<file path="src/cxv_consts.vh">
// Constants for the exception vectoring unit
`ifndef CXV_CONSTS_VH
`define CXV_CONSTS_VH
`define CXV_VEC_RESET_SP 8'h00
`define CXV_VEC_RESET_PC 8'h01
`define CXV_VEC_BUS_ERR 8'h02
`define CXV_VEC_ADDR_ERR 8'h03
`define CXV_VEC_ILLEGAL 8'h04
`define CXV_VEC_DIV_ZERO 8'h05
`define CXV_VEC_BOUNDS 8'h06
`define CXV_VEC_COND_TRAP 8'h07
`define CXV_VEC_PRIV 8'h08
`define CXV_VEC_TRACE 8'h09
`define CXV_VEC_LINE_A 8'h0A
`define CXV_VEC_LINE_F 8'h0B
`define CXV_VEC_HW_BREAKPOINT_INSTR 8'h0C
`define CXV_VEC_FORMAT 8'h0E
`define CXV_VEC_UNINIT 8'h0F
`define CXV_VEC_SPURIOUS 8'h18
`define CXV_VEC_AUTO_BASE 8'h18
`define CXV_VEC_TRAP_BASE 8'h20
`define CXV_VEC_USER_FIRST 8'h40
`define CXV_TABLE_BYTES 1024
`define CXV_TABLE_ENTRIES 256
`define CXV_FC_SUP_DATA 3'h5
`define CXV_FC_SUP_PROG 3'h6
`define CXV_FC_CPU_SPACE 3'h7
`define CXV_CPU_SPACE_IACK 4'hF
`define CXV_FRAME_FMT0 4'h0
`define CXV_SR_TRACE_HIGH 15
`define CXV_SR_TRACE_LOW 14
`define CXV_SR_SUPER 13
`define CXV_SR_MASK_LSB 8
`define CXV_IPL_MAX 3'h7
`define CXV_VBR_RESET 32'h00000000
`define CXV_SR_RESET 16'h2700
// Exception cause bit positions in the pending vector
`define CXV_EX_ADDR 0
`define CXV_EX_BUS 1
`define CXV_EX_TRAP 2
`define CXV_EX_ILL 3
`define CXV_EX_TRACE 4
`define CXV_EX_BREAKPOINT_INSTR 5
`define CXV_EX_IRQ 6
`define CXV_EX_N 7
`endif

</file>
<file path="src/cxv_core.v">
// Exception entry sequencer with relocatable vector table
`timescale 1ns/1ps
`default_nettype none
`include "cxv_consts.vh"
// Contract
// RULE1: Table of 256 long words at base
// RULE2: Low 64 processor, upper 192 user vectors
// RULE3: Reset entry is SP then PC
// RULE4: Fetch address is base plus vector times four
// RULE5: Vector numbers are eight bits
// RULE6: Reset reads program space, others data space
// RULE7: Fixed vector numbers for internal exceptions
// RULE8: Spurious 24, autovectors 25 to 31; code never uses 24, a fault in acknowledge becomes a bus error
// RULE9: Trap index maps to 32 to 47
// RULE10: Copy status, set supervisor, clear trace
// RULE11: Reset and interrupts update priority mask
// RULE12: Interrupt vector from acknowledge in space F
// RULE13: Push status, PC and vector offset frame
// RULE14: Format zero means four-word frame
// RULE15: Load fetched vector into PC, resume
// RULE16: Reset aborts everything, saves nothing
// RULE17: Address error ranks above bus error
// RULE18: Traps in execution, group 3 before execution
// RULE19: Trace, breakpoint, interrupt after instruction boundary
// RULE20: Simultaneous exceptions each push frames in order
// RULE21: Reset first, clears all pending
// RULE22: Higher priority preempts lower exception entry; code preempts only on a bus fault, other causes wait for idle
// RULE23: Others keep off the low 64 entries
// RULE24: Reset sets mask 111, base zero
// RULE25: Fault during reset entry halts
// RULE26: Vector reads are single aligned long words
module cxv_core (
  // Clock and reset
  input wire clk_sys_i,
  input wire reset_i,
  // Exception causes from the pipeline
  input wire addr_err_i,
  input wire bus_err_i,
  input wire trap_req_i,
  input wire [7:0] trap_vec_i,
  input wire ill_req_i,
  input wire [1:0] ill_kind_i,
  input wire trace_req_i,
  input wire breakpoint_instr_req_i,
  input wire [2:0] irq_level_i,
  input wire insn_boundary_i,
  input wire [31:0] cur_pc_i,
  // Software writes to control state
  input wire vbr_wr_i,
  input wire [31:0] vbr_wdata_i,
  input wire sr_wr_i,
  input wire [15:0] sr_wdata_i,
  // Bus master side
  output reg bus_req_o,
  output reg bus_we_o,
  output reg [31:0] bus_addr_o,
  output reg [31:0] bus_wdata_o,
  output reg [2:0] bus_fc_o,
  output reg [1:0] bus_size_o,
  input wire bus_ack_i,
  input wire bus_err_ack_i,
  input wire [31:0] bus_rdata_i,
  input wire iack_auto_i,
  // Core state outputs
  output reg [31:0] vector_table_base_o,
  output reg [15:0] status_word_o,
  output reg [31:0] pc_o,
  output reg [31:0] ssp_o,
  output reg pc_load_o,
  output reg in_exception_o,
  output reg halted_o
);
  // One-hot states
  localparam ST_IDLE = 9'h001;
  localparam ST_RST_SP = 9'h002;
  localparam ST_RST_PC = 9'h004;
  localparam ST_IACK = 9'h008;
  localparam ST_PUSH_PC_LO = 9'h010;
  localparam ST_PUSH_PC_HI = 9'h020;
  localparam ST_PUSH_SR = 9'h040;
  localparam ST_PUSH_FMT = 9'h080;
  localparam ST_FETCH = 9'h100;

  reg [8:0] state_q;
  reg [6:0] pend_q; // Latched pending causes
  reg [7:0] trap_vec_q;
  reg [1:0] ill_kind_q;
  reg [2:0] irq_lvl_q;
  reg [7:0] vec_q; // Vector being processed
  reg [15:0] sr_copy_q; // Internal status copy
  reg [31:0] pc_save_q;
  reg in_reset_q; // Reset entry in progress
  reg is_irq_q;
  // Synchronised level inputs from the pin side
  reg [2:0] irq_s1_q, irq_s2_q;
  reg berr_s1_q, berr_s2_q;
  wire [6:0] pick;
  wire any_pend;
  wire [6:0] pend_now;
  wire fault;
  // PC to save: a vector loaded last cycle is newer than the pipeline's PC
  wire [31:0] pc_now;

  // Vector fetch address: base plus number times four
  function [31:0] vec_addr;
    input [31:0] base;
    input [7:0] num;
    begin
      vec_addr = base + {22'h000000, num, 2'b00}; // [RULE4] [RULE1] [RULE26]
    end
  endfunction

  // Vector number for a picked cause
  function [7:0] vec_of;
    input [6:0] p;
    input [7:0] tv;
    input [1:0] ik;
    begin
      case (1'b1)
        p[`CXV_EX_ADDR]: vec_of = `CXV_VEC_ADDR_ERR; // [RULE7]
        p[`CXV_EX_BUS]: vec_of = `CXV_VEC_BUS_ERR;
        p[`CXV_EX_TRAP]: vec_of = tv; // [RULE9] pipeline gives 0x20+index or 5..7
        p[`CXV_EX_ILL]: begin
          case (ik)
            2'h0: vec_of = `CXV_VEC_ILLEGAL;
            2'h1: vec_of = `CXV_VEC_LINE_A;
            2'h2: vec_of = `CXV_VEC_LINE_F;
            default: vec_of = `CXV_VEC_PRIV;
          endcase
        end
        p[`CXV_EX_TRACE]: vec_of = `CXV_VEC_TRACE;
        p[`CXV_EX_BREAKPOINT_INSTR]: vec_of = `CXV_VEC_HW_BREAKPOINT_INSTR;
        default: vec_of = `CXV_VEC_UNINIT;
      endcase
    end
  endfunction

  // New causes join the latched ones; boundary-only causes wait
  assign pend_now = pend_q | {
    (irq_s2_q != 3'h0) && (irq_s2_q == `CXV_IPL_MAX || irq_s2_q > status_word_o[10:8]) && insn_boundary_i,
    breakpoint_instr_req_i && insn_boundary_i, trace_req_i && insn_boundary_i, // [RULE19]
    ill_req_i, trap_req_i, berr_s2_q, addr_err_i}; // [RULE18]
  assign fault = bus_err_ack_i;
  // Back-to-back entries stack the previous handler's address [RULE20]
  assign pc_now = pc_load_o ? pc_o : cur_pc_i;

  cxv_prio u_prio (
    .pend_i(pend_now),
    .pick_o(pick),
    .any_o(any_pend)
  );

  // Input synchronisers
  always @(posedge clk_sys_i) begin
    irq_s1_q <= irq_level_i;
    irq_s2_q <= irq_s1_q;
    berr_s1_q <= bus_err_i;
    berr_s2_q <= berr_s1_q;
  end

  // Main sequencer
  always @(posedge clk_sys_i) begin
    if (reset_i) begin
      // Reset aborts all, clears pending, no context saved
      state_q <= ST_RST_SP; // [RULE16] [RULE21]
      pend_q <= 7'h00;
      trap_vec_q <= 8'h00;
      ill_kind_q <= 2'h0;
      irq_lvl_q <= 3'h0;
      vec_q <= `CXV_VEC_RESET_SP;
      sr_copy_q <= 16'h0000;
      pc_save_q <= 32'h00000000;
      in_reset_q <= 1'b1;
      is_irq_q <= 1'b0;
      vector_table_base_o <= `CXV_VBR_RESET; // [RULE24]
      status_word_o <= `CXV_SR_RESET; // [RULE24] [RULE10] [RULE11]
      pc_o <= 32'h00000000;
      ssp_o <= 32'h00000000;
      pc_load_o <= 1'b0;
      in_exception_o <= 1'b1;
      halted_o <= 1'b0;
      bus_req_o <= 1'b0;
      bus_we_o <= 1'b0;
      bus_addr_o <= 32'h00000000;
      bus_wdata_o <= 32'h00000000;
      bus_fc_o <= `CXV_FC_SUP_PROG;
      bus_size_o <= 2'h0;
    end else begin
      pc_load_o <= 1'b0;
      // Causes stay latched until taken
      pend_q <= pend_now;
      if (trap_req_i) begin
        trap_vec_q <= trap_vec_i;
      end
      if (ill_req_i) begin
        ill_kind_q <= ill_kind_i;
      end
      // Software writes when not sequencing
      if (vbr_wr_i && state_q == ST_IDLE) begin
        vector_table_base_o <= vbr_wdata_i;
      end
      if (sr_wr_i && state_q == ST_IDLE) begin
        status_word_o <= sr_wdata_i;
      end
      if (halted_o) begin
        // Only reset leaves the halted state
        bus_req_o <= 1'b0;
      end else if (fault && in_reset_q) begin
        halted_o <= 1'b1; // [RULE25]
        bus_req_o <= 1'b0;
        state_q <= ST_IDLE;
      end else if (fault && state_q != ST_IDLE) begin
        // Bus error preempts the entry under way
        bus_req_o <= 1'b0;
        pend_q <= pend_now | 7'h02; // [RULE22]
        state_q <= ST_IDLE;
      end else begin
        case (state_q)
          ST_IDLE: begin
            in_exception_o <= any_pend;
            if (any_pend) begin
              // Copy status, then enter supervisor with trace off
              sr_copy_q <= status_word_o; // [RULE10]
              status_word_o[`CXV_SR_SUPER] <= 1'b1;
              status_word_o[`CXV_SR_TRACE_HIGH] <= 1'b0;
              status_word_o[`CXV_SR_TRACE_LOW] <= 1'b0;
              pc_save_q <= pc_now;
              pend_q <= pend_now & ~pick; // [RULE17] [RULE20]
              vec_q <= vec_of(pick, trap_vec_q, ill_kind_q); // [RULE5] [RULE7]
              if (pick[`CXV_EX_TRAP] && trap_req_i) begin
                vec_q <= trap_vec_i;
              end
              if (pick[`CXV_EX_ILL] && ill_req_i) begin
                vec_q <= vec_of(pick, trap_vec_q, ill_kind_i);
              end
              is_irq_q <= pick[`CXV_EX_IRQ];
              if (pick[`CXV_EX_IRQ]) begin
                // Acknowledge cycle in CPU space F for the number
                irq_lvl_q <= irq_s2_q;
                status_word_o[10:8] <= irq_s2_q; // [RULE11]
                bus_req_o <= 1'b1;
                bus_we_o <= 1'b0;
                bus_fc_o <= `CXV_FC_CPU_SPACE; // [RULE12]
                bus_addr_o <= {12'h000, `CXV_CPU_SPACE_IACK, 12'h000, irq_s2_q, 1'b1};
                bus_size_o <= 2'h1;
                state_q <= ST_IACK;
              end else begin
                state_q <= ST_PUSH_PC_LO;
                bus_req_o <= 1'b1;
                bus_we_o <= 1'b1;
                bus_fc_o <= `CXV_FC_SUP_DATA;
                bus_size_o <= 2'h1;
                // Top word of the frame is left for the format word
                bus_addr_o <= ssp_o - 32'h00000004;
                bus_wdata_o <= {16'h0000, pc_now[15:0]};
                ssp_o <= ssp_o - 32'h00000004;
              end
            end
          end
          ST_RST_SP: begin
            // Reset entry: first long word is the stack pointer
            if (!bus_req_o) begin
              bus_req_o <= 1'b1;
              bus_we_o <= 1'b0;
              bus_fc_o <= `CXV_FC_SUP_PROG; // [RULE6]
              bus_size_o <= 2'h0;
              bus_addr_o <= vec_addr(vector_table_base_o, `CXV_VEC_RESET_SP); // [RULE3]
            end else if (bus_ack_i) begin
              ssp_o <= bus_rdata_i; // [RULE26]
              bus_addr_o <= vec_addr(vector_table_base_o, `CXV_VEC_RESET_PC);
              state_q <= ST_RST_PC;
            end
          end
          ST_RST_PC: begin
            if (bus_ack_i) begin
              pc_o <= bus_rdata_i; // [RULE3]
              pc_load_o <= 1'b1;
              bus_req_o <= 1'b0;
              in_reset_q <= 1'b0;
              in_exception_o <= 1'b0;
              state_q <= ST_IDLE;
            end
          end
          ST_IACK: begin
            if (bus_ack_i) begin
              // Device number, or autovector by level
              if (iack_auto_i) begin
                vec_q <= `CXV_VEC_AUTO_BASE + {5'h00, irq_lvl_q}; // [RULE8]
              end else begin
                vec_q <= bus_rdata_i[7:0]; // [RULE12] [RULE2]
              end
              bus_we_o <= 1'b1;
              bus_fc_o <= `CXV_FC_SUP_DATA;
              // Skip the format word slot at the frame top; it is written last
              bus_addr_o <= ssp_o - 32'h00000004;
              bus_wdata_o <= {16'h0000, pc_save_q[15:0]};
              ssp_o <= ssp_o - 32'h00000004;
              state_q <= ST_PUSH_PC_LO;
            end
          end
          ST_PUSH_PC_LO: begin
            if (bus_ack_i) begin
              bus_addr_o <= ssp_o - 32'h00000002;
              bus_wdata_o <= {16'h0000, pc_save_q[31:16]};
              ssp_o <= ssp_o - 32'h00000002;
              state_q <= ST_PUSH_PC_HI;
            end
          end
          ST_PUSH_PC_HI: begin
            if (bus_ack_i) begin
              bus_addr_o <= ssp_o - 32'h00000002;
              bus_wdata_o <= {16'h0000, sr_copy_q}; // [RULE13]
              ssp_o <= ssp_o - 32'h00000002;
              state_q <= ST_PUSH_SR;
            end
          end
          ST_PUSH_SR: begin
            if (bus_ack_i) begin
              // Format word sits above SR: format 0, vector offset
              bus_addr_o <= ssp_o + 32'h00000006;
              bus_wdata_o <= {16'h0000, `CXV_FRAME_FMT0, 2'b00, vec_q, 2'b00}; // [RULE14] [RULE13]
              state_q <= ST_PUSH_FMT;
            end
          end
          ST_PUSH_FMT: begin
            if (bus_ack_i) begin
              bus_we_o <= 1'b0;
              bus_size_o <= 2'h0;
              bus_fc_o <= `CXV_FC_SUP_DATA; // [RULE6]
              bus_addr_o <= vec_addr(vector_table_base_o, vec_q); // [RULE4]
              state_q <= ST_FETCH;
            end
          end
          ST_FETCH: begin
            if (bus_ack_i) begin
              pc_o <= bus_rdata_i; // [RULE15] [RULE26]
              pc_load_o <= 1'b1;
              bus_req_o <= 1'b0;
              state_q <= ST_IDLE; // Next pending taken from idle [RULE20]
            end
          end
          default: begin
            state_q <= ST_IDLE;
            bus_req_o <= 1'b0;
          end
        endcase
      end
    end
  end
endmodule
`default_nettype wire

</file>
<file path="src/cxv_prio.v">
// Priority picker for pending exceptions
`timescale 1ns/1ps
`default_nettype none
module cxv_prio (
  // Pending causes, bit 0 highest priority
  input wire [6:0] pend_i,
  // One-hot winner and any-pending flag
  output reg [6:0] pick_o,
  output wire any_o
);
  integer k;
  reg found;
  assign any_o = |pend_i;
  // Lowest index wins; cause order fixes priority
  always @* begin
    pick_o = 7'h00;
    found = 1'b0;
    for (k = 0; k < 7; k = k + 1) begin
      if (pend_i[k] && !found) begin
        pick_o[k] = 1'b1;
        found = 1'b1;
      end
    end
  end
endmodule
`default_nettype wire

</file>
<file path="config.mk">
export PLATFORM = sky130hd
export DESIGN_NAME = cxv_core
export DESIGN_NICKNAME = d
export VERILOG_FILES = /design/src/cxv_core.v /design/src/cxv_prio.v
export VERILOG_INCLUDE_DIRS = /design/src
export SDC_FILE = /design/constraint.sdc
export NUM_CORES = 1
export LEC_CHECK = 0
export BUFFER_PORTS_ARGS = -buffer_cell sky130_fd_sc_hd__buf_4
export CAP_MARGIN = 20
export CORE_MARGIN = 3
export CORE_UTILIZATION = 51
export DETAILED_ROUTE_END_ITERATION = 8
export HOLD_SLACK_MARGIN = 0.1
export PLACE_DENSITY = 0.75
export SYNTH_ARGS = -nofsm -noshare
export SYNTH_HDL_FRONTEND = slang
export SYNTH_HIERARCHICAL = 1
export SYNTH_SLANG_ARGS = --single-unit
export TNS_END_PERCENT = 1
</file>
<file path="constraint.sdc">
create_clock -name clk_sys_i -period 4.3 [get_ports clk_sys_i]
set_input_delay 0.43 -clock clk_sys_i [delete_from_list [all_inputs] [get_ports clk_sys_i]]
set_output_delay 0.43 -clock clk_sys_i [all_outputs]
set_load 0.05 [all_outputs]
</file>
# After elaboration in Yosys (flattened, before gate mapping)
# Index checks and enable logic that the tools add are counted.
# W data, S select, Z words.
[totals] reg_bits=280 input_bits=139 wordCells=239 output_inout_bits=186
[op_classes] add_sub_neg=6 n_bitwise=8 order_cmp=1 n_eq_ne=39 mux=103 reduce_logical=55
[ops] op="$mux W32" n=19
[ops] op="$pmux W32 S6" n=1
[ops] op="$pmux W32 S5" n=1
[ops] op="$pmux W32 S4" n=1
[ops] op="$mux W9" n=11
[ops] op="$mux W8" n=12
[ops] op="$pmux W9 S8" n=1
[ops] op="$add A32 B3 Y32 const B" n=2
[ops] op="$mux W3" n=15
[ops] op="$reduce_and A10 Y1" n=4
[ops] op="$mux W7" n=5
[ops] op="$add A32 B10 Y32" n=1
[ops] op="$sub A32 B2 Y32 const B" n=1
[ops] op="$sub A32 B3 Y32 const B" n=1
[ops] op="$ne A4 B4 Y1 const B" n=7
[ops] op="$pmux W4 S3" n=2
[ops] op="$ne A2 B2 Y1 const B" n=11
[ops] op="$mux W1" n=21
[ops] op="$reduce_and A5 Y1" n=4
[ops] op="$logic_and A1 B1 Y1" n=16
[ops] op="$mux W16" n=1
[ops] op="$pmux W8 S2" n=1
[ops] op="$reduce_and A7 Y1" n=2
[ops] op="$reduce_and A6 Y1" n=2
[ops] op="44 further kinds" n=70

# Logic depth before layout (Yosys ltp)
# Gate-level depths: netlist of the first run.
[depth] word_depth=31 mapped_depth=17 depth_no_buf=15

# Hierarchy
# Netlist of the first run, hierarchy kept.
[modules_own_cells] module="cxv_core" area_per_inst_um2=15705.1 cells_per_inst=2039 seq_area_each_um2=5245.0 n_inst=1
[modules_own_cells] module="cxv_prio" area_per_inst_um2=72.6 cells_per_inst=10 seq_area_each_um2=0.0 n_inst=1

# Worst setup path before layout of the first run
# No wires, ideal clock.
[synth_path] path_type="reg2reg" startpoint="register status_word_o[9]" endpoint="register ssp_o[14]" setup_time_ps=70 period_less_slack_ps=3597 path_buffers=2 slack_ps=703 arrival_ps=3526 stages_incl_launch_ff=17 required_ps=4230 cell_sequence="dfxtp_1 inv_1 ha_1 nor2b_1 o21ai_0 a32oi_1 a21oi_1 o21ai_0 a21o_1 or4_1 nor4_1 a211oi_2 buf_4 o2111ai_2 clkbuf_1 o21ai_0 a21oi_1"
[synth_between] elab_cells_between_ends=11 cone_classes="order compare: 1; eq/ne: 2; mux: 1; bitwise: 1; reduce/logical: 6"
[synth_lines] element="from (decl)" line_no="cxv_core.v:66" source="output reg [15:0] status_word_o,"
[synth_lines] element="from (signal assigned)" line_no="cxv_core.v:176" source="status_word_o <= `CXV_SR_RESET;"
[synth_lines] element="from (signal assigned)" line_no="cxv_core.v:203" source="status_word_o <= sr_wdata_i;"
[synth_lines] element="from (signal assigned)" line_no="cxv_core.v:240" source="status_word_o[10:8] <= irq_s2_q;"
[synth_lines] element="$gt A3 B3 Y1" line_no="cxv_core.v:140" source="(irq_s2_q != 3'h0) && (irq_s2_q == `CXV_IPL_MAX || irq_s2_q > status_word_o[10:8]) && insn_boundary_i,"
[synth_lines] element="$logic_or A1 B1 Y1" line_no="cxv_core.v:140"
[synth_lines] element="$logic_and A1 B1 Y1 (2 in series)" line_no="cxv_core.v:140"
[synth_lines] element="$or A7 B7 Y7" line_no="cxv_core.v:139" source="assign pend_now = pend_q | {"
[synth_lines] element="named net pend_now[6]" line_no="cxv_core.v:99" source="wire [6:0] pend_now;"
[synth_lines] element="$reduce_or A7 Y1" line_no="cxv_prio.v:13" source="assign any_o = |pend_i;"
[synth_lines] element="named net any_pend" line_no="cxv_core.v:98" source="wire any_pend;"
[synth_lines] element="$ne A2 B2 Y1 (no source line)"
[synth_lines] element="$reduce_and A10 Y1 (no source line)"
[synth_lines] element="to (signal assigned)" line_no="cxv_core.v:256" source="ssp_o <= ssp_o - 32'h00000004;"
[synth_lines] element="to (signal assigned)" line_no="cxv_core.v:269" source="ssp_o <= bus_rdata_i;"
[synth_lines] element="to (signal assigned)" line_no="cxv_core.v:313" source="ssp_o <= ssp_o - 32'h00000002;"
[synth_lines] element="to (decl)" line_no="cxv_core.v:68" source="output reg [31:0] ssp_o,"
# The timed path passes the listed nets, and every way through them passes these cells.
# A chain may end at the register's enable or synchronous reset.

# Worst setup path after layout of the first run
[layout_path] startpoint="register status_word_o[9]" endpoint="register ssp_o[13]"
# The elaborated chain is that of the path after synthesis.

==> results of run 1 <==
area by class of cell:
class,instances,area [um2]
sequential,262,5250
multi-input combinational,1568,9560
clock inverter,10,154
timing repair buffer,367,2800
clock buffer,43,828
fill,2623,10800
tap,390,488
inverter,35,131
synth_stat cells, types with 20 or more instances:
master,count
nand2_1,265
and3_1,25
a22oi_1,21
o22ai_1,25
buf_4,23
nor4_1,34
xor2_1,36
buf_2,35
ha_1,20
xnor2_1,53
o21ai_0,99
inv_1,35
o211ai_1,26
a21oi_1,155
nor2_1,216
clkbuf_1,127
nor3_1,72
nand4_1,28
nand3_1,32
mux2i_1,93
dfxtp_1,262
a211oi_1,65
power groups by stage:
stage	clock [W]	sequential (W)	combinational [W]
after CTS	0.00262	0.00263	0.00167
after detailed placement	0	0.00268	0.00165
after global placement	0	0.00268	0.00164
after global routing	0.00272	0.00264	0.00181
after floorplan	0	0.00282	0.000923
final	0.00261	0.00263	0.00171
how the worst min path moves through the flow:
stage | start | end | slack, ns | cells past startpoint
2_1_floorplan | berr_s1_q | berr_s2_q | 0.31 | 0
3_3_place_gp | berr_s1_q | berr_s2_q | 0.31 | 0
5_1_grt | vbr_wdata_i[28] | vector_table_base_o[28] | 0.12 | 3
3_5_place_dp | berr_s1_q | berr_s2_q | 0.31 | 0
4_1_cts | trap_vec_i[2] | trap_vec_q[2] | 0.11 | 3
6_report | bus_rdata_i[29] | pc_o[29] | 0.11 | 3
cells by family after synthesis:
kind of cell               after synthesis
AOI/OAI and AO/OA                      567
xor gates and xnor gates                89
adders and majority gates               21
buffers and inverters                  235
DFF                                    262
muxes                                   95
other                                    2
and+or+nand+nor                        778
critical path: cells and delay by family, from the launching register on:
kind | cells | cell delay, ns
simple gates | 4 | 1.19
flops | 1 | 0.35
fa+ha+maj | 1 | 0.31
compound gates | 8 | 1.26
buf+inv | 3 | 0.58
routing by layer:
| metal | vias up | global-route usage, % | share of wire, % |
|---|---|---|---|
| li1 | 7855 | - | - |
| met1 | 8271 | 47.8 | 38 |
| met2 | 1138 | 59.2 | 45 |
| met3 | 238 | 5.71 | 10 |
| met4 | 2 | 18.7 | 6.3 |
| met5 | - | 0 | 0.020 |
registers in the layout, indices dropped and copies added, names as in the netlist, 7 cells and up:
signal,count
bus_addr_o,32
bus_wdata_o,16
pc_o,32
pc_save_q,32
pend_q,7
sr_copy_q,16
ssp_o,32
state_q,9
status_word_o,16
trap_vec_q,8
vec_q,8
vector_table_base_o,32
per-stage QoR:
stage               worst slack (ns)  hold slack (ns)  power [W]
detailed placement             0.542            0.315    0.00433
finish                         0.443            0.114    0.00696
floorplan                      0.703            0.310    0.00374
global route                   0.164            0.121    0.00716
CTS                            0.536            0.107    0.00691
global placement               0.653            0.314    0.00432
==> summary.md, run 1 <==
| Metric | Value |
|---|---|
| CTS tree | yes |
| Async set-reset flop share out of synthesis | 0% |
| RSZ-0062 raised after global routing | no |
| R2R Path End | ssp_o[13] |
| Worst r2r src | status_word_o[9] |
| EDFF count, synth | 0 |
| CTS buffer count | 29 |
| Crit path max fanout | 16 |
| Initial Util | 52.5% |
| PD cells | 362 mW/mm2 |
| Drt via density | between 6 and 7 |
| PostCTS Resize Cnt | 0 |
| Power share of the clock group | 37.5% |
| FMAX | between 200 and 300 MHz |
| Slowest cell on the critical path | or4_1 |
| Die area | 0.0331 mm2 |
| Synth top area cells | dfxtp_1 33%, nand2_1 6.3%, mux2i_1 5.9%, nor2_1 5.1%, a21oi_1 4.9% |
| Total gr overflow | 0 |
| Crit path to | ssp_o[13] |
| Critical Path RT | 4.69 ns |
| XOR/XNOR share of the synthesized area | around 4.9% |
| Clock skew | between 0.01 and 0.015 ns |
| Most common cell after layout, fill and taps aside | buf_4 |
| Setup TNS | 0 ns |
| Clock latency on the worst-skew pair | ~0.56 ns |
| P_sw | 0.00230 W |
| FF+latch count, synth | 262 |
| Final Hold Fails | 0 |
| Fin area | 0.0192 mm2 |
| Input/output buffers | roughly 310 |
| Share of the yosys chip area belonging to registers | between 30% and 40% |
| Combinational family with the most area after synthesis | compound AO/OA/AOI/OAI gates |
| Hpwl dp | around 48 mm |
| Critical Setup Path Class | reg -> reg |
| Yosys top cell by area | dfxtp_1 |
| Sequential group share of total power | 37.8% |
| Worst-path clk slew | around 0.06 ns |
| Sw Share | 33.1% |
| Worst-Margin Slew | 1.15 ns |
| Hold Path Class | in -> reg |
| R2R Setup Slk | 0.44 ns |
| Crit. End Element | flip-flop |
| CP Launch Point | status_word_o[9] |
| GRT Overall Usage | 36.8% |
| CP peak stage delay | 0.56 ns |
| Drt first pass iters | 7 |
| Final Critical Period | 3.86 ns |
| Placed Cells | 2616 |
| Io pins | 325 |
| Compound-gate portion of the synthesized area | a little under a quarter |
| Int Pwr | around 0.0047 W |
| Yosys top cell area share | about 33% |
| Die W | 182 um |
| CTS Sinks | 262 |
| Maxcap violations | 0 |
| Distinct cells, synth | 89 |
| Post-CTS setup buffers | 0 |
| Largest net degree at the start of global routing | 85 |
| Initial drt markers | 2044 |
| Post-synthesis simple-gate area fraction | 23.4% |
| Worst path cell trace | inv_1, ha_1, nor2b_1, o21ai_0, a32oi_1, a21oi_1, o21ai_0, a21o_1, or4_1, nor4_1, a211oi_2, buf_4, o2111a_1, buf_4, nand3_1, a31oi_1 |
| Vias in the first global route | 15934 |
| Clock Path Buffers | 3 |
| Depth of the most critical reg-to-reg path | 16 |
| Residual DRC count | 0 |
| Primary FF master, synth | dfxtp_1 |
| Critical path launch point type | flip-flop |
| Worst VDD drop | 0.292 mV |
| Initial antenna violation count | 1 |
| Util after Layout | 64.0% |
| First-pass GRT wire length | 96.7 mm |
| Die Y | 182 um |
| Hold Buf Count CTS | 5 |
| Non-Filler Instances | about 2700 |
| Synth Area in Adders | 1.71% |
| Fin nets | 2423 |
| Core Box Area | 0.0300 mm2 |
| Ant diodes | 0 |
| Final worst path period share | 89.7% |
| Setup Viol. Count Final | 0 |
| Max-slew violation count | 0 |
| Post-DP Area | roughly 0.018 mm2 |
| H-Tree Depth | 1 |
| Outcome | finished, final reports clean |
| Max transition margin | 23.1% |
| Area delta synth->final | 21.8% |
| Worst Path Arrival | 4.25 ns |
| Layout cells sized above 1 | 19.7% |
| Gate Count Post-Synth | 2049 |
| Synthesized cell area | 0.0158 mm2 |
| Via Count | 17504 |
| Root Buffer | clkbuf_16 |
| Avg Cell Area, Syn | 7.70 um2 |
| Antenna viol nets, final | 0 |
| Row Count | 63 |
| Mux cell area share after synthesis | 6.04% |
| Logic pwr share | 24.6% |
| Pleak | 7.71 nW |
| Gpl congestion | 1.03 |
| Synth warnings | 6 |
| WL final | 64.8 mm |
| Routed wire per std cell | 24.2 um |
| Commonest cells after routing, fill and taps aside | 359 x buf_4, 265 x nand2_1, 261 x dfxtp_1, 216 x nor2_1, 155 x a21oi_1 |
(Power assumes the default switching activity.)
==> run 2: changes to the inputs <==
Settings changed: CORE_MARGIN 3 to default, CORE_UTILIZATION 51 to 25, PLACE_DENSITY 0.75 to default.
==> run 2 against run 1 <==
  * Clock skew is 0.023 ns higher
  * Largest power group is now clock
  * First-iteration DRC count fell by 4.1%
  * Global-route usage fell by 15 points
  * Highest routed layer is now met4
==> summary.md, run 2 (synthesis gave the netlist of run 1 again) <==
| Metric | Value |
|---|---|
| Outcome | finished, final reports clean |
| Util after Layout | 32.9% |
| Depth of the most critical reg-to-reg path | 16 |
| Initial antenna violation count | 2 |
| Final worst path period share | 86.6% |
| Final Hold Fails | 0 |
| GRT Overall Usage | between 20 and 25% |
| Row Count | 91 |
| R2R Path End | ssp_o[27] |
| Final Critical Period | 3.73 ns |
| Worst-Margin Slew | 1.07 ns |
| Vias in the first global route | 15507 |
| Critical Path RT | 4.77 ns |
| Commonest cells after routing, fill and taps aside | 378 x buf_4, 265 x nand2_1, 261 x dfxtp_1, 216 x nor2_1, 155 x a21oi_1 |
| Area delta synth->final | 29.3% |
| PD cells | 375 mW/mm2 |
| Die Y | 253 um |
| Die area | between 0.06 and 0.07 mm2 |
| CTS tree | yes |
| Via Count | around 17000 |
| Gpl congestion | 0.969 |
| R2R Setup Slk | 0.57 ns |
| Hold Path Class | in -> reg |
| Multi-input gate area | 0.00956 mm2 |
| Setup Viol. Count Final | 0 |
| Total gr overflow | 0 |
| Non-Filler Instances | 3173 |
| Critical path launch point type | flip-flop |
| Clock skew | 0.0370 ns |
| Drt via density | 5.35 |
| Initial Util | 25.4% |
| Drt first pass iters | 7 |
| Initial drt markers | 1960 |
| Worst r2r src | irq_s2_q[1] |
| Fillers | 6626 |
| Worst-path clk slew | 0.06 ns |
| WHS Path Cells | 3 |
| Crit path max fanout | 14 |
| Maxcap violations | 0 |
| Clock latency on the worst-skew pair | 0.57 ns |
| Hpwl dp | 54.1 mm |
| Worst Path Arrival | 4.19 ns |
| Core Box Area | approximately 0.062 mm2 |
| Post-DP Area | roughly 0.019 mm2 |
| Register area | ~0.0052 mm2 |
| Largest net degree at the start of global routing | between 90 and 100 |
| Layout cells sized above 1 | 20.7% |
| Input/output buffers | 306 |
| WHS Endpoint | trap_vec_q[5] |
| FMAX | 268 MHz |
| Fin nets | 2467 |
| Worst VDD drop | 0.256 mV |
| Pleak | 8.02 nW |
| Most common cell after layout, fill and taps aside | buf_4 |
| Clock Path Buffers | 3 |
| Hold_sp | trap_vec_i[5] |
| Residual DRC count | 0 |
| Crit. End Element | flip-flop |
| Die W | 253 um |
| Critical Setup Path Class | reg -> reg |
| CTS Sinks | ~260 |
| Setup TNS | 0 ns |
| Placed Cells | 3082 |
| Io pins | roughly 330 |
| H-Tree Depth | 2 |
| Routed wire per std cell | between 20 and 25 um |
| RSZ-0062 raised after global routing | no |
| WL final | between 70 and 80 mm |
| Antenna viol nets, final | 0 |
| First-pass GRT wire length | 104 mm |
| Max-slew violation count | 0 |
| CTS buffer count | 35 |
| Max transition margin | 28.9% |
| Root Buffer | clkbuf_16 |
| Fin area | 0.0204 mm2 |
==> run 2: repair_timing <==
action | in CTS | in global routing
setup buffers | 0 | 0
hold buffers | 25 | 0
endpoints found under the hold margin | 25 | 0
resized for setup | 0 | 0
==> run 2: worst max-delay path, stage by stage (launching register included) <==
cell      delay, ns
dfxtp_1        0.43
ha_1           0.28
nor2b_1        0.13
o21ai_0        0.14
a32oi_1        0.09
a21oi_1        0.12
o21ai_0        0.09
a21o_1         0.20
or4_1          0.58
nor4_1         0.38
a211oi_2       0.08
buf_4          0.20
o2111a_1       0.32
buf_4          0.27
nand2_1        0.08
a22oi_1        0.09
nor2_1         0.12
==> run 2: worst max path at each step <==
stage / start / to / slack, ns / depth (start not counted)
after detailed placement: status_word_o[9] / ssp_o[20] / 0.66 / 16
after CTS: status_word_o[9] / ssp_o[27] / 0.61 / 16
after floorplan: status_word_o[9] / ssp_o[14] / 0.70 / 16
after global routing: status_word_o[9] / ssp_o[28] / 0.35 / 16
final: irq_s2_q[1] / ssp_o[27] / 0.57 / 16
after global placement: trap_req_i / ssp_o[27] / 0.73 / 11
==> run 2: stage by stage <==
step           setup slack (ns)  power [W]  hold slack [ns]
3_3_place_gp              0.731    0.00440            0.315
5_1_grt                   0.352    0.00793            0.119
2_1_floorplan             0.703    0.00374            0.310
4_1_cts                   0.606    0.00769            0.100
3_5_place_dp              0.657    0.00439            0.318
6_report                  0.575    0.00765            0.121
==> run 2: final cells by class <==
class                           instances  share of cell area, %
Clock inverter                         12                   1.15
Timing Repair Buffer                  405                   15.3
Sequential cell                       262                   25.7
Tap cell                              837                   5.13
Antenna cell                            2                 0.0245
Clock buffer                           52                   5.19
Multi-Input combinational cell       1568                   46.9
Inverter                               35                  0.644
==> run 2: report_power, final <==
| part | switching [W] | leakage [nW] | internal (W) |
|---|---|---|---|
| combinational | 0.00116 | 5.27 | 0.000604 |
| sequential | 0.000112 | 2.13 | 0.00252 |
| clock | 0.00123 | 0.625 | 0.00202 |
| total | 0.00251 | 8.02 | 0.00515 |
==> run 2: per-layer routing <==
metal / routed length [um] / global-route usage [%] / vias to the layer above
met5: 0 / 0 / -
met4: 2080 / 6.58 / 0
met3: 7210 / 5.27 / 120
met2: 31900 / 33.7 / 918
met1: 30300 / 29.0 / 7986
li1: - / - / 7956
==> run 3: changes to the inputs <==
Settings changed: CTS_BUF_LIST from default to sky130_fd_sc_hd__clkbuf_4 sky130_fd_sc_hd__clkbuf_8.
==> run 3 against run 2 <==
  * Combinational power up 3%
  * Worst hold slack better by 0.047 ns
  * Sequential cell count unchanged
  * Largest cell class unchanged
  * Die area unchanged
  * First-iteration DRC count up 1.1%
  * Wire length up 1.8%
  * Register-to-register slack about the same
  * Clock power down 11%
==> summary.md, run 3 (synthesis gave the netlist of run 1 again) <==
| Metric | Value |
|---|---|
| Outcome | finished, final reports clean |
| Io pins | 325 |
| Worst r2r src | irq_s2_q[1] |
| Crit. End Element | flip-flop |
| Post-CTS setup buffers | 0 |
| Initial Util | between 20% and 30% |
| Hold_sp | trap_req_i |
| Hold slack | between 0.15 and 0.2 ns |
| Layout cells sized above 1 | 21.4% |
| Setup TNS | 0 ns |
| Total gr overflow | 0 |
| First-pass GRT wire length | about 110 mm |
| Hold Path Class | in -> reg |
| Commonest cells after routing, fill and taps aside | 378 x buf_4, 265 x nand2_1, 261 x dfxtp_1, 216 x nor2_1, 155 x a21oi_1 |
| WL final | 72.7 mm |
| Util after Layout | between 30% and 40% |
| Final setup margin | approximately 0.58 ns |
| Initial drt markers | 1982 |
| Clock latency on the worst-skew pair | 0.69 ns |
| RSZ-0062 raised after global routing | no |
| Die area | roughly 0.064 mm2 |
| Most common cell after layout, fill and taps aside | buf_4 |
| Worst VDD drop | ~0.22 mV |
| Antenna viol nets, final | 0 |
| Final worst path period share | approximately 86% |
| H-Tree Depth | 2 |
| CTS Sinks | about 260 |
| Root Buffer | clkbuf_8 |
| Final Critical Period | 3.72 ns |
| PD cells | 351 mW/mm2 |
| Register area | between 0.005 and 0.006 mm2 |
| Critical path launch point type | flip-flop |
| CTS buffer count | 53 |
| Area delta synth->final | 32.9% |
| Drt via density | about 5.3 |
| Routed wire per std cell | 22.2 um |
| Worst-path clk slew | 0.06 ns |
| Post-DP Area | ~0.019 mm2 |
| Fillers | 6557 |
| Clock skew | 0.0636 ns |
| Gpl congestion | between 0.9 and 1 |
| Max transition margin | 28.7% |
| Max-slew violation count | 0 |
| Maxcap violations | 0 |
| CP Launch Point | irq_s2_q[1] |
| Row Count | 91 |
| Hpwl dp | 54.1 mm |
| Hold Buf Count CTS | between 90 and 100 |
| CTS tree | yes |
| Core Box Area | 0.0621 mm2 |
| Via Count | 17406 |
| Setup Viol. Count Final | 0 |
| Fin area | between 0.02 and 0.025 mm2 |
| Worst slack, placed | 0.657 ns |
| Worst-Margin Slew | 1.07 ns |
| Fin nets | 2554 |
| FMAX | 269 MHz |
| Worst Path Arrival | 4.23 ns |
| GRT Overall Usage | 21.9% |
| Clock Path Buffers | 3 |
| Vias in the first global route | 16090 |
| Multi-input gate area | 0.00956 mm2 |
| PostCTS Resize Cnt | 0 |
| Critical Setup Path Class | reg -> reg |
| Drt first pass iters | 9 |
| Largest net degree at the start of global routing | between 90 and 100 |
| Initial antenna violation count | 1 |
| Die W | between 200 and 300 um |
| Crit path max fanout | 14 |
| Residual DRC count | 0 |
| Input/output buffers | 306 |
| Final Hold Fails | 0 |
| Critical Path RT | 4.81 ns |
| Die Y | 253 um |
| Pleak | slightly above 8 nW |
## run 3: cell types whose count changed in the layout (fill, tap and decap cells not counted)
cell           before  now
inv_8               0    1
inv_6               1    0
clkinvlp_4          2    0
dlygate4sd3_1      25   94
clkinv_4            1    0
clkbuf_4            0   18
bufinv_16           5    2
clkinv_16           1    0
diode_2             2    1
clkinv_2            1    8
clkbuf_16          35    0
clkbuf_8           12   65
inv_12              0    1
clkbuf_1            5    0
## run 3: path summary, 6_finish.rpt
| kind | to | slack [ns] | cells past startpoint |
|---|---|---|---|
| hold reg to reg | berr_s2_q | 0.33 | 0 |
| hold / removal | trap_vec_q[6] | 0.17 | 3 |
| setup / recovery | ssp_o[25] | 0.58 | 15 |
| setup reg to reg | ssp_o[25] | 0.58 | 15 |
## run 3: routing by layer
| metal | vias to the layer above | track usage, % | share of wire (%) |
|---|---|---|---|
| met1 | 8246 | 28.9 | 42 |
| met3 | 142 | 5.36 | 9.9 |
| met4 | 0 | 7.62 | 3.4 |
| met2 | 880 | 34.5 | 45 |
| li1 | 8138 | - | - |
| met5 | - | 0 | 0 |
## run 3: through the flow
| stage | power (W) | cells |
|---|---|---|
| after floorplan | 0.00374 | 2065 |
| after global placement | 0.00440 | 3082 |
| after detailed placement | 0.00439 | 3082 |
| after CTS | 0.00740 | 3272 |
| after global routing | 0.00765 | 3273 |
| final | 0.00735 | 3273 |
## run 3: worst max-delay path, cell delays in order (launching register included)
cell      delay (ns)
dfxtp_1         0.44
ha_1            0.28
nor2b_1         0.13
o21ai_0         0.14
a32oi_1         0.09
a21oi_1         0.12
o21ai_0         0.09
a21o_1          0.20
or4_1           0.57
nor4_1          0.38
a211oi_2        0.08
buf_4           0.20
o2111a_1        0.33
buf_4           0.27
a22oi_1         0.17
nor2_1          0.06
## run 3: report_power, final
group          internal, W  total, W  switching [W]
registers          0.00252   0.00263       0.000112
logic             0.000645   0.00182        0.00117
clock network      0.00165   0.00290        0.00125
## run 3: area by class of cell
cell class,count,share of cell area (%)
multi-input combinational,1568,45.6
sequential,262,25.0
timing repair buffer,474,18.2
tap,837,4.99
clock buffer,83,4.91
clock inverter,13,0.686
inverter,35,0.626
antenna,1,0.0119
